$ cat config.mk
export PLATFORM = sky130hd
export DESIGN_NAME = prsd_strap_top
export DESIGN_NICKNAME = d
export VERILOG_FILES = /design/src/prsd_pkg.sv /design/src/prsd_cfg_if.sv /design/src/prsd_ratio_decode.sv /design/src/prsd_strap_top.sv
export SDC_FILE = /design/constraint.sdc
export NUM_CORES = 1
export LEC_CHECK = 0
export ABC_AREA = 1
export BUFFER_PORTS_ARGS = -buffer_cell sky130_fd_sc_hd__buf_2
export CORE_UTILIZATION = 30
export CTS_BUF_LIST = sky130_fd_sc_hd__clkbuf_8
export CTS_CLUSTER_DIAMETER = 60
export DETAILED_ROUTE_END_ITERATION = 7
export MAX_ROUTING_LAYER = met4
export PLACE_DENSITY_LB_ADDON = 0.15
export RECOVER_POWER = 25
export REMOVE_ABC_BUFFERS = 1
export SLEW_MARGIN = 20
export SYNTH_ARGS = -nofsm -noshare
export SYNTH_HDL_FRONTEND = slang
export SYNTH_SLANG_ARGS = --single-unit
$ cat constraint.sdc
create_clock -name CLOCK -period 1.7 [get_ports CLOCK]
set_clock_uncertainty 0.2 [all_clocks]
set_input_delay 0.17 -clock CLOCK [delete_from_list [all_inputs] [get_ports CLOCK]]
set_output_delay 0.17 -clock CLOCK [all_outputs]
set_load 0.01 [all_outputs]
$ cat src/prsd_pkg.sv
package prsd_pkg;
   localparam int PRSD_PLAT_W = 4;
   localparam int PRSD_CORE_W = 2;
   localparam int PRSD_MULT_W = 5;
   localparam int PRSD_HALF_W = 3;
   typedef logic [PRSD_PLAT_W-1:0] prsd_plat_t;
   typedef logic [PRSD_CORE_W-1:0] prsd_core_t;
   typedef logic [PRSD_MULT_W-1:0] prsd_mult_t;
   typedef logic [PRSD_HALF_W-1:0] prsd_half_t;
   // Platform strap codes
   localparam prsd_plat_t PRSD_P_X16 = 4'h0;
   localparam prsd_plat_t PRSD_P_X2 = 4'h2;
   localparam prsd_plat_t PRSD_P_X3 = 4'h3;
   localparam prsd_plat_t PRSD_P_X4 = 4'h4;
   localparam prsd_plat_t PRSD_P_X5 = 4'h5;
   localparam prsd_plat_t PRSD_P_X6 = 4'h6;
   localparam prsd_plat_t PRSD_P_X8 = 4'h8;
   localparam prsd_plat_t PRSD_P_X9 = 4'h9;
   localparam prsd_plat_t PRSD_P_X10 = 4'hA;
   localparam prsd_plat_t PRSD_P_X12 = 4'hC;
   // Platform multipliers
   localparam prsd_mult_t PRSD_M16 = 5'h10;
   localparam prsd_mult_t PRSD_M2 = 5'h02;
   localparam prsd_mult_t PRSD_M3 = 5'h03;
   localparam prsd_mult_t PRSD_M4 = 5'h04;
   localparam prsd_mult_t PRSD_M5 = 5'h05;
   localparam prsd_mult_t PRSD_M6 = 5'h06;
   localparam prsd_mult_t PRSD_M8 = 5'h08;
   localparam prsd_mult_t PRSD_M9 = 5'h09;
   localparam prsd_mult_t PRSD_M10 = 5'h0A;
   localparam prsd_mult_t PRSD_M12 = 5'h0C;
   localparam prsd_mult_t PRSD_M_NONE = 5'h00;
   // Core ratio in half steps: 2:1 is 4, 5:2 is 5, 3:1 is 6, 7:2 is 7
   localparam prsd_core_t PRSD_C_2 = 2'h0;
   localparam prsd_core_t PRSD_C_25 = 2'h1;
   localparam prsd_core_t PRSD_C_3 = 2'h2;
   localparam prsd_core_t PRSD_C_35 = 2'h3;
   localparam prsd_half_t PRSD_H_2 = 3'h4;
   localparam prsd_half_t PRSD_H_25 = 3'h5;
   localparam prsd_half_t PRSD_H_3 = 3'h6;
   localparam prsd_half_t PRSD_H_35 = 3'h7;
   localparam prsd_half_t PRSD_H_NONE = 3'h0;
   // Settle cycles after reset release before the straps are captured
   localparam int PRSD_SYNC_CYC = 2;
   typedef enum logic [2:0]
   {
      PRSD_ST_RESET = 3'b001,
      PRSD_ST_SETTLE = 3'b010,
      PRSD_ST_HOLD = 3'b100
   } prsd_state_e;
endpackage

$ cat src/prsd_cfg_if.sv
`timescale 1ns/100ps
interface prsd_cfg_if;
   import prsd_pkg::*;
   logic [PRSD_PLAT_W-1:0] plat_code;
   logic [PRSD_CORE_W-1:0] core_code;
   logic [PRSD_MULT_W-1:0] plat_mult;
   logic [PRSD_HALF_W-1:0] core_half;
   logic plat_bad;
   modport top (output plat_code, output core_code,
                input plat_mult, input core_half, input plat_bad);
   modport dec (input plat_code, input core_code,
                output plat_mult, output core_half, output plat_bad);
endinterface

$ cat src/prsd_ratio_decode.sv
`timescale 1ns/100ps
module prsd_ratio_decode
(
   prsd_cfg_if.dec cfg
);
   import prsd_pkg::*;

   always_comb
   begin
      cfg.plat_bad = 1'b0;
      case (cfg.plat_code)
         PRSD_P_X16: cfg.plat_mult = PRSD_M16;
         PRSD_P_X2: cfg.plat_mult = PRSD_M2;
         PRSD_P_X3: cfg.plat_mult = PRSD_M3;
         PRSD_P_X4: cfg.plat_mult = PRSD_M4;
         PRSD_P_X5: cfg.plat_mult = PRSD_M5;
         PRSD_P_X6: cfg.plat_mult = PRSD_M6;
         PRSD_P_X8: cfg.plat_mult = PRSD_M8;
         PRSD_P_X9: cfg.plat_mult = PRSD_M9;
         PRSD_P_X10: cfg.plat_mult = PRSD_M10;
         PRSD_P_X12: cfg.plat_mult = PRSD_M12;
         default:
         begin
            cfg.plat_mult = PRSD_M_NONE;
            cfg.plat_bad = 1'b1;
         end
      endcase
   end

   always_comb
   begin
      case (cfg.core_code)
         PRSD_C_2: cfg.core_half = PRSD_H_2;
         PRSD_C_25: cfg.core_half = PRSD_H_25;
         PRSD_C_3: cfg.core_half = PRSD_H_3;
         PRSD_C_35: cfg.core_half = PRSD_H_35;
         default: cfg.core_half = PRSD_H_NONE;
      endcase
   end
endmodule

$ cat src/prsd_strap_top.sv
// Summary of operation
// - The decoded platform ratio is the one that clocks the level-2 cache, memory data rate and core complex bus.
// - At power-up the four platform ratio straps are sampled and their binary value picks the platform to reference ratio.
// - Platform code 0000 gives sixteen times the reference clock.
// - Platform codes 0010 to 0110 give two to six times the reference clock.
// - Platform codes 1000, 1001 and 1010 give eight, nine and ten times.
// - Platform code 1100 gives twelve times the reference clock.
// - At power-up the two core straps are sampled, high strap as upper bit, to pick the core ratio.
// - Core codes 00, 01, 10, 11 give 2:1, 5:2, 3:1 and 7:2.
`timescale 1ns/100ps
module prsd_strap_top
(
   input wire logic CLOCK,
   input wire logic RST,
   input wire prsd_pkg::prsd_plat_t PLATFORM_RATIO_STRAP,
   input wire logic CORE_RATIO_STRAP_HI,
   input wire logic CORE_RATIO_STRAP_LO,
   output logic [prsd_pkg::PRSD_MULT_W-1:0] PLATFORM_BUS_CLOCK_MULT,
   output logic [prsd_pkg::PRSD_HALF_W-1:0] CORE_RATIO_HALF,
   output logic [prsd_pkg::PRSD_PLAT_W-1:0] PLATFORM_CODE,
   output logic [prsd_pkg::PRSD_CORE_W-1:0] CORE_CODE,
   output logic RATIO_INVALID,
   output logic RATIO_VALID
);
   import prsd_pkg::*;

   localparam int SYNC_W = PRSD_PLAT_W + PRSD_CORE_W;

   logic [SYNC_W-1:0] strap_pins;
   logic [SYNC_W-1:0] meta_reg;
   logic [SYNC_W-1:0] sync_reg;
   prsd_state_e state_reg;
   prsd_state_e state_next;
   logic [1:0] settle_reg;
   logic [1:0] settle_next;
   logic capture;
   logic hold;
   logic load;
   logic loaded_reg;
   prsd_plat_t plat_code_reg;
   prsd_core_t core_code_reg;
   prsd_cfg_if cfg ();

   assign strap_pins = {PLATFORM_RATIO_STRAP, CORE_RATIO_STRAP_HI,
                        CORE_RATIO_STRAP_LO};

   // Straps are asynchronous pins; two stages per bit before any use
   for (genvar i = 0; i < SYNC_W; i++)
   begin : g_sync
      always_ff @(posedge CLOCK)
      begin
         meta_reg[i] <= strap_pins[i];
         sync_reg[i] <= meta_reg[i];
      end
   end

   // Let the synchroniser fill with post-reset strap levels
   always_comb
   begin
      if (state_reg == PRSD_ST_SETTLE)
         settle_next = settle_reg + 2'h1;
      else
         settle_next = 2'h0;
   end

   always_ff @(posedge CLOCK)
   begin
      if (RST)
         settle_reg <= 2'h0;
      else
         settle_reg <= settle_next;
   end

   // straps taken once, at the end of the settle count
   always_comb
   begin
      capture = 1'b0;
      if (state_reg == PRSD_ST_SETTLE)
      begin
         if (settle_reg == 2'(PRSD_SYNC_CYC - 1))
            capture = 1'b1;
      end
   end

   always_comb
   begin
      hold = 1'b0;
      if (state_reg == PRSD_ST_HOLD)
         hold = 1'b1;
   end

   // outputs load on the first hold cycle only, so nothing that
   // reaches the decoder later can move the pins
   always_comb
   begin
      load = 1'b0;
      if (hold && !loaded_reg)
         load = 1'b1;
   end

   always_ff @(posedge CLOCK)
   begin
      if (RST)
         loaded_reg <= 1'b0;
      else if (load)
         loaded_reg <= 1'b1;
   end

   always_comb
   begin
      state_next = state_reg;
      case (state_reg)
         PRSD_ST_RESET:
         begin
            state_next = PRSD_ST_SETTLE;
         end
         PRSD_ST_SETTLE:
         begin
            if (capture)
               state_next = PRSD_ST_HOLD;
         end
         PRSD_ST_HOLD:
         begin
            // no way back short of reset
            state_next = PRSD_ST_HOLD;
         end
         default:
         begin
            state_next = PRSD_ST_RESET;
         end
      endcase
   end

   always_ff @(posedge CLOCK)
   begin
      if (RST)
         state_reg <= PRSD_ST_RESET;
      else
         state_reg <= state_next;
   end

   always_ff @(posedge CLOCK)
   begin
      if (RST)
         plat_code_reg <= PRSD_P_X16;
      else if (capture)
         plat_code_reg <= sync_reg[SYNC_W-1 -: PRSD_PLAT_W];
   end

   // core code is high then low
   always_ff @(posedge CLOCK)
   begin
      if (RST)
         core_code_reg <= PRSD_C_2;
      else if (capture)
         core_code_reg <= sync_reg[PRSD_CORE_W-1:0];
   end

   assign cfg.plat_code = plat_code_reg;
   assign cfg.core_code = core_code_reg;

   prsd_ratio_decode u_dec
   (
      .cfg(cfg)
   );

   always_ff @(posedge CLOCK)
   begin
      if (RST)
         PLATFORM_BUS_CLOCK_MULT <= PRSD_M_NONE;
      else if (load)
         PLATFORM_BUS_CLOCK_MULT <= cfg.plat_mult;
   end

   always_ff @(posedge CLOCK)
   begin
      if (RST)
         CORE_RATIO_HALF <= PRSD_H_NONE;
      else if (load)
         CORE_RATIO_HALF <= cfg.core_half;
   end

   always_ff @(posedge CLOCK)
   begin
      if (RST)
         PLATFORM_CODE <= PRSD_P_X16;
      else if (load)
         PLATFORM_CODE <= plat_code_reg;
   end

   always_ff @(posedge CLOCK)
   begin
      if (RST)
         CORE_CODE <= PRSD_C_2;
      else if (load)
         CORE_CODE <= core_code_reg;
   end

   always_ff @(posedge CLOCK)
   begin
      if (RST)
         RATIO_INVALID <= 1'b0;
      else if (load)
         RATIO_INVALID <= cfg.plat_bad;
   end

   always_ff @(posedge CLOCK)
   begin
      if (RST)
         RATIO_VALID <= 1'b0;
      else if (load)
         RATIO_VALID <= ~cfg.plat_bad;
   end
endmodule
==> impl_metrics.yaml, run 1 <==
outcome:
  status: "completed"
placed_design:
  dp.cells: 215
  gpl.final_weighted_congestion: 0.7304
  numPortBuffers: 23
  place.detailed.hpwl_um: 1695
clock_network:
  cts_resized: 0
  hold_buffers: 6
  ctsHtreeMaxLevel: 2
  postCtsSetupBuffers: 0
  cts_tree: "yes"
  clk_pin_slew_worst_paths_ns: 0.08
  clk-insertion-delay-late_ns: 0.28
  cts-root-buf: "clkbuf_8"
  cts_buffers: 5
  clockBufferDepth: 2
  clock_sinks: 39
flow_run:
  maxCapViolCount: 0
global_routing:
  grt_pass1_wl_um: 3774
  grt-ovfl-total: 0
  grt_antenna_before_repair: 0
  grt_max_degree: 14
  grt_use_total_pct: 12.07
  first_global_vias: 867
sta:
  worstMarginPinSlew_ns: 0.2888
  hold_violations: 0
  rsz0062_at_grt: "no"
  finalMaxSlewViolations: 0
  slew_headroom_pct: 80.70
  fin_setup_tns_ns: 0
  period_needed_ns: 1.429
  max_freq_mhz: 699.8
  setup_viol: 0
  period_share_pct: 84.05
detailed_routing:
  drtIter0Drc: 42
  antenna_left: 0
  viasPerCell: 4.231
  drc_errors: 0
  drt_wl_total_um: 2352
  avgRoutedWirePerCell_um: 10.27
  vias: 969
  drt_pass1_iterations: 4
worst_setup_path:
  worstSetupPathType: "reg -> reg"
  ff2ff_path_depth: 4
  arrival_ns: 1.40
  critPathRequiredTime_ns: 1.67
  start_kind: "flip-flop"
  r2r_start: "state_reg[2]"
  cp_max_fo: 11
  endpoint_kind: "flip-flop"
  startpoint: "state_reg[2]"
logic_synthesis:
  synth_most_common_cell: "dfxtp_1"
  yosysTopAreaCell: "dfxtp_1"
  ys_seq_area_share_pct: 60.47
  syn_avg_cell_area_um2: 8.967
  syn_inst: 144
  synthFlopType: "dfxtp_1"
  synth.top_cell.area_share_pct: 60.47
  synth-async-reset-ratio_pct: 0
  netlist_top_cells_count: "39 x dfxtp_1, 25 x nand2_1, 17 x nor2_1, 14 x o21ai_0, 13 x a21oi_1"
  ys.warnings.count: 0
  synth_edf_count: 0
  synth_area_leaders: "dfxtp_1 60%, nand2_1 7.3%, o21ai_0 5.4%"
  yosysUniqueCellTypes: 22
  syn_area_um2: 1291
  ys_ff_latch: 39
power:
  power.leakage_uw: 0.0007114
  powerDensity_nw_per_um2: 1179
  vdd_ir_drop_max_uv: 581.8
die:
  start_util_pct: 31.82
  num_io_pins: 24
  die-area_um2: 4570
  die_h_um: 67.61
  die_w_um: 67.61
  fp-row-count: 23
  core_um2: 4058
finish:
  n_antenna_cell: 0
  syn_to_final_growth_pct: 26.36
  nets: 187
  layout-drive-gt1-share_pct: 25.14
  fill_cells: 423
  final_cells: 229
hold_path:
  hp-start: "RST"
  min_path_cells: 2
  hp-class: "in -> reg"
==> per-layer routing <==
layer	wire length, um	part of all wire (%)	vias to the layer above	track usage (%)
li1	-	-	530	-
met1	1159	49	413	13.13
met2	1007	43	21	18.32
met3	140	6.0	5	5.912
met4	46	2.0	0	5.585
met5	0	0	-	-
==> layout by cell type, fill, tap and decap left out, types with 2 or more instances in the layout <==
cell type,n
buf_4,3
dfxtp_1,39
clkbuf_8,5
dlygate4sd3_1,6
nand2_2,2
nand2_1,25
a21oi_1,13
a21oi_2,4
nand3_1,4
nand3_2,2
o21ai_0,14
inv_1,11
buf_2,22
nor2_1,17
inv_2,2
==> cell families (layout without fill, tap and decap cells) <==
family	after synthesis	count (layout)	synth area share, %
simple gates	54	54	18.80
buf+inv	18	53	6.201
flops	39	39	60.47
fa+ha+maj	1	1	0.9688
compound gates	32	32	13.57
==> critical path: stages (launching register included) <==
cell     delay, ns
dfxtp_1       0.34
nor3_2        0.24
nand2_1       0.23
o21ai_0       0.24
a21oi_1       0.06
==> worst paths after layout <==
check	slack (ns)	to
setup / recovery	0.27	cfg.plat_code[2]
hold / removal	0.02	PLATFORM_BUS_CLOCK_MULT[2]
setup reg to reg	0.27	cfg.plat_code[2]
hold reg to reg	0.13	sync_reg[2]
==> final cells by class <==
class	count	area [um2]	area share (%)
Sequential cell	39	780.7	47.85
Multi-Input combinational cell	87	430.4	26.38
Timing Repair Buffer	32	196.4	12.04
Clock buffer	5	68.82	4.218
Tap cell	50	62.56	3.834
Inverter	13	48.80	2.991
Clock inverter	3	43.79	2.684
==> power breakdown <==
part	leakage [uW]	total (uW)	internal (uW)	switching [uW]
logic	0.000334	167	69.0	98.0
registers	0.000319	1000	972	32.0
clock network	0.0000581	753	437	317
total	0.000711	1920	1480	447
==> per-stage QoR <==
| stage | util [%] | total power (uW) | setup WS [ns] | instance area (um2) | hold WS, ns |
|---|---|---|---|---|---|
| 2_1_floorplan | - | 1128 | 0.3460 | 1260 | -0.002283 |
| 3_3_place_gp | 35.99 | 1176 | 0.3186 | 1460 | 0.07215 |
| 3_5_place_dp | 35.99 | 1185 | 0.2761 | 1460 | 0.07357 |
| 4_1_cts | 40.24 | 1955 | 0.2686 | 1633 | 0.02188 |
| 5_1_grt | 40.21 | 2024 | 0.1349 | 1632 | 0.03121 |
| 6_report | 40.21 | 1924 | 0.2711 | 1632 | 0.02038 |
(Power assumes the default switching activity.)
==> run 2: changes to the inputs <==
==> constraint.sdc (replaced) <==
create_clock -name CLOCK -period 1.2 [get_ports CLOCK]
set_clock_uncertainty 0.2 [all_clocks]
set_input_delay 0.12 -clock CLOCK [delete_from_list [all_inputs] [get_ports CLOCK]]
set_output_delay 0.12 -clock CLOCK [all_outputs]
set_load 0.01 [all_outputs]
==> run 2 against run 1 <==
Wire length increased by 2.6%. Sequential power rose by 44%. Utilization grew 3.8 points. Largest cell class unchanged. Critical endpoint unchanged. The run now ends with hold timing, setup timing left. Clock power rose by 13%. Sequential share of layout area decreased by 3.7 points. Via count grew 5.8%. Register-to-register slack got worse by 0.39 ns. Worst hold slack got worse by 0.029 ns. Cell count increased by 6.6%. Design area is 9.5% higher. Critical path depth increased by 1. Total power grew 36%.
==> impl_metrics.yaml, run 2 (synthesis results as in run 1) <==
outcome:
  status: "complete, but fails checks"
  violations: "hold timing, setup timing"
detailed_routing:
  vias: 1025
  drtIter0Drc: 36
  avgRoutedWirePerCell_um: 9.889
  drc_errors: 0
  drt_wl_total_um: 2413
  antenna_left: 0
  drt_pass1_iterations: 4
  viasPerCell: 4.201
sta:
  rsz0062_at_grt: "yes"
  setup_viol: 26
  finalWorstSetupSlack_ns: -0.1208
  period_needed_ns: 1.321
  hold_violations: 1
  hold_ws_ns: -0.008200
  period_share_pct: 110.1
  max_freq_mhz: 757.1
  slew_headroom_pct: 84.51
  worstMarginPinSlew_ns: 0.2299
  finalMaxSlewViolations: 0
worst_setup_path:
  cp_slowest_cell: "dfxtp_2"
  path_delay_family: "flip-flops"
  cp_max_fo: 6
  start_kind: "flip-flop"
  worstSetupPathType: "reg -> reg"
  arrival_ns: 1.29
  critPathRequiredTime_ns: 1.17
  slowest_delay_ns: 0.35
  endpoint_kind: "flip-flop"
  crit_chain: "nor3_4, buf_6, nand2_2, o21ai_1, a21oi_1"
  worst-path-buf-inv: 1
clock_network:
  clockBufferDepth: 2
  clock_sinks: 39
  cts-root-buf: "clkbuf_8"
  cts_tree: "yes"
  ctsHtreeMaxLevel: 2
  clk_pin_slew_worst_paths_ns: 0.08
  clk-insertion-delay-late_ns: 0.28
  cts_buffers: 5
finish:
  mostFrequentLayoutCells: "33 x dfxtp_1, 24 x nand2_1, 23 x buf_2"
  final_common_cell: "dfxtp_1"
  multi_input_area_um2: 469.2
  fill_cells: 389
  design_area_um2: 1787
  layout-drive-gt1-share_pct: 39.18
  n_antenna_cell: 0
  syn_to_final_growth_pct: 38.37
  regArea_um2: 788.3
  nets: 202
placed_design:
  place.detailed.hpwl_um: 1731
  numPortBuffers: 23
  gpl.final_weighted_congestion: 0.6924
  dpl_cell_area_um2: 1563
flow_run:
  maxCapViolCount: 0
global_routing:
  grt_pass1_wl_um: 4126
  grt_max_degree: 14
  first_global_vias: 1010
  grt-ovfl-total: 0
  grt_antenna_before_repair: 0
  grt_use_total_pct: 12.51
die:
  core_um2: 4058
  start_util_pct: 31.82
  num_io_pins: 24
  die-area_um2: 4570
  fp-row-count: 23
  die_w_um: 67.61
  die_h_um: 67.61
power:
  power.leakage_uw: 0.0007704
  powerDensity_nw_per_um2: 1463
  power.total_uw: 2613
  vdd_ir_drop_max_uv: 835.4
hold_path:
  hp-class: "in -> reg"
-- run 2: metrics by stage --
step                      hold slack, ns  utilization [%]  setup TNS (ns)  worst slack (ns)  cells
after global placement           0.02194            38.51          -1.561           -0.1651    227
after floorplan                 -0.05228                -          -1.584           -0.1540    139
final                          -0.008200            44.03          -2.093           -0.1208    244
after CTS                        -0.1558            43.14          -2.489           -0.1429    243
after detailed placement         0.02357            38.51          -2.079           -0.2104    227
after global routing             0.02014            44.03          -4.019           -0.1902    244
-- run 2: worst paths after layout --
path / start / to / slack, ns / depth (start not counted)
setup / recovery: state_reg[2] / cfg.plat_code[2] / -0.12 / 5
hold / removal: RST / state_reg[2] / -0.008 / 4
setup reg to reg: state_reg[2] / cfg.plat_code[2] / -0.12 / 5
hold reg to reg: meta_reg[1] / sync_reg[1] / 0.13 / 0
-- run 2: worst register-to-register path: cells and delay by family (launching register included) --
family / cells / cell delay (ns)
and+or+nand+nor: 2 / 0.33
AOI/OAI and AO/OA: 2 / 0.21
buffers and inverters: 1 / 0.13
DFF: 1 / 0.35
-- run 2: cell type report --
| type | instances | area share (%) |
|---|---|---|
| clock buffers | 5 | 3.852 |
| clock inverters | 3 | 1.120 |
| inverters | 13 | 2.731 |
| multi-input cells | 88 | 26.26 |
| flip-flops and latches | 39 | 44.12 |
| well taps | 50 | 3.501 |
| repair buffers | 46 | 18.42 |
-- run 2: power breakdown --
| part | internal, uW | switching, uW | leakage (uW) |
|---|---|---|---|
| Clock | 404 | 448 | 0.0000402 |
| Combinational | 148 | 172 | 0.000409 |
| Sequential | 1390 | 55.8 | 0.000322 |
| Total | 1940 | 675 | 0.000770 |
-- run 2: routing by layer --
metal,up-vias,share of wire [%],track usage [%]
met4,0,0,4.255
met1,446,46,13.46
met2,20,49,20.92
met5,-,0,-
li1,559,-,-
met3,0,4.3,4.730
-- run 2: what timing repair did --
action                                 in CTS  in global routing
gates resized for setup                    16                 12
hold buffers                                6                  1
setup endpoints to repair                  24                 27
endpoints found under the hold margin      10                  3
gates cloned                                1                  0
pin swaps                                   4                  6
buffers inserted                            1                  0
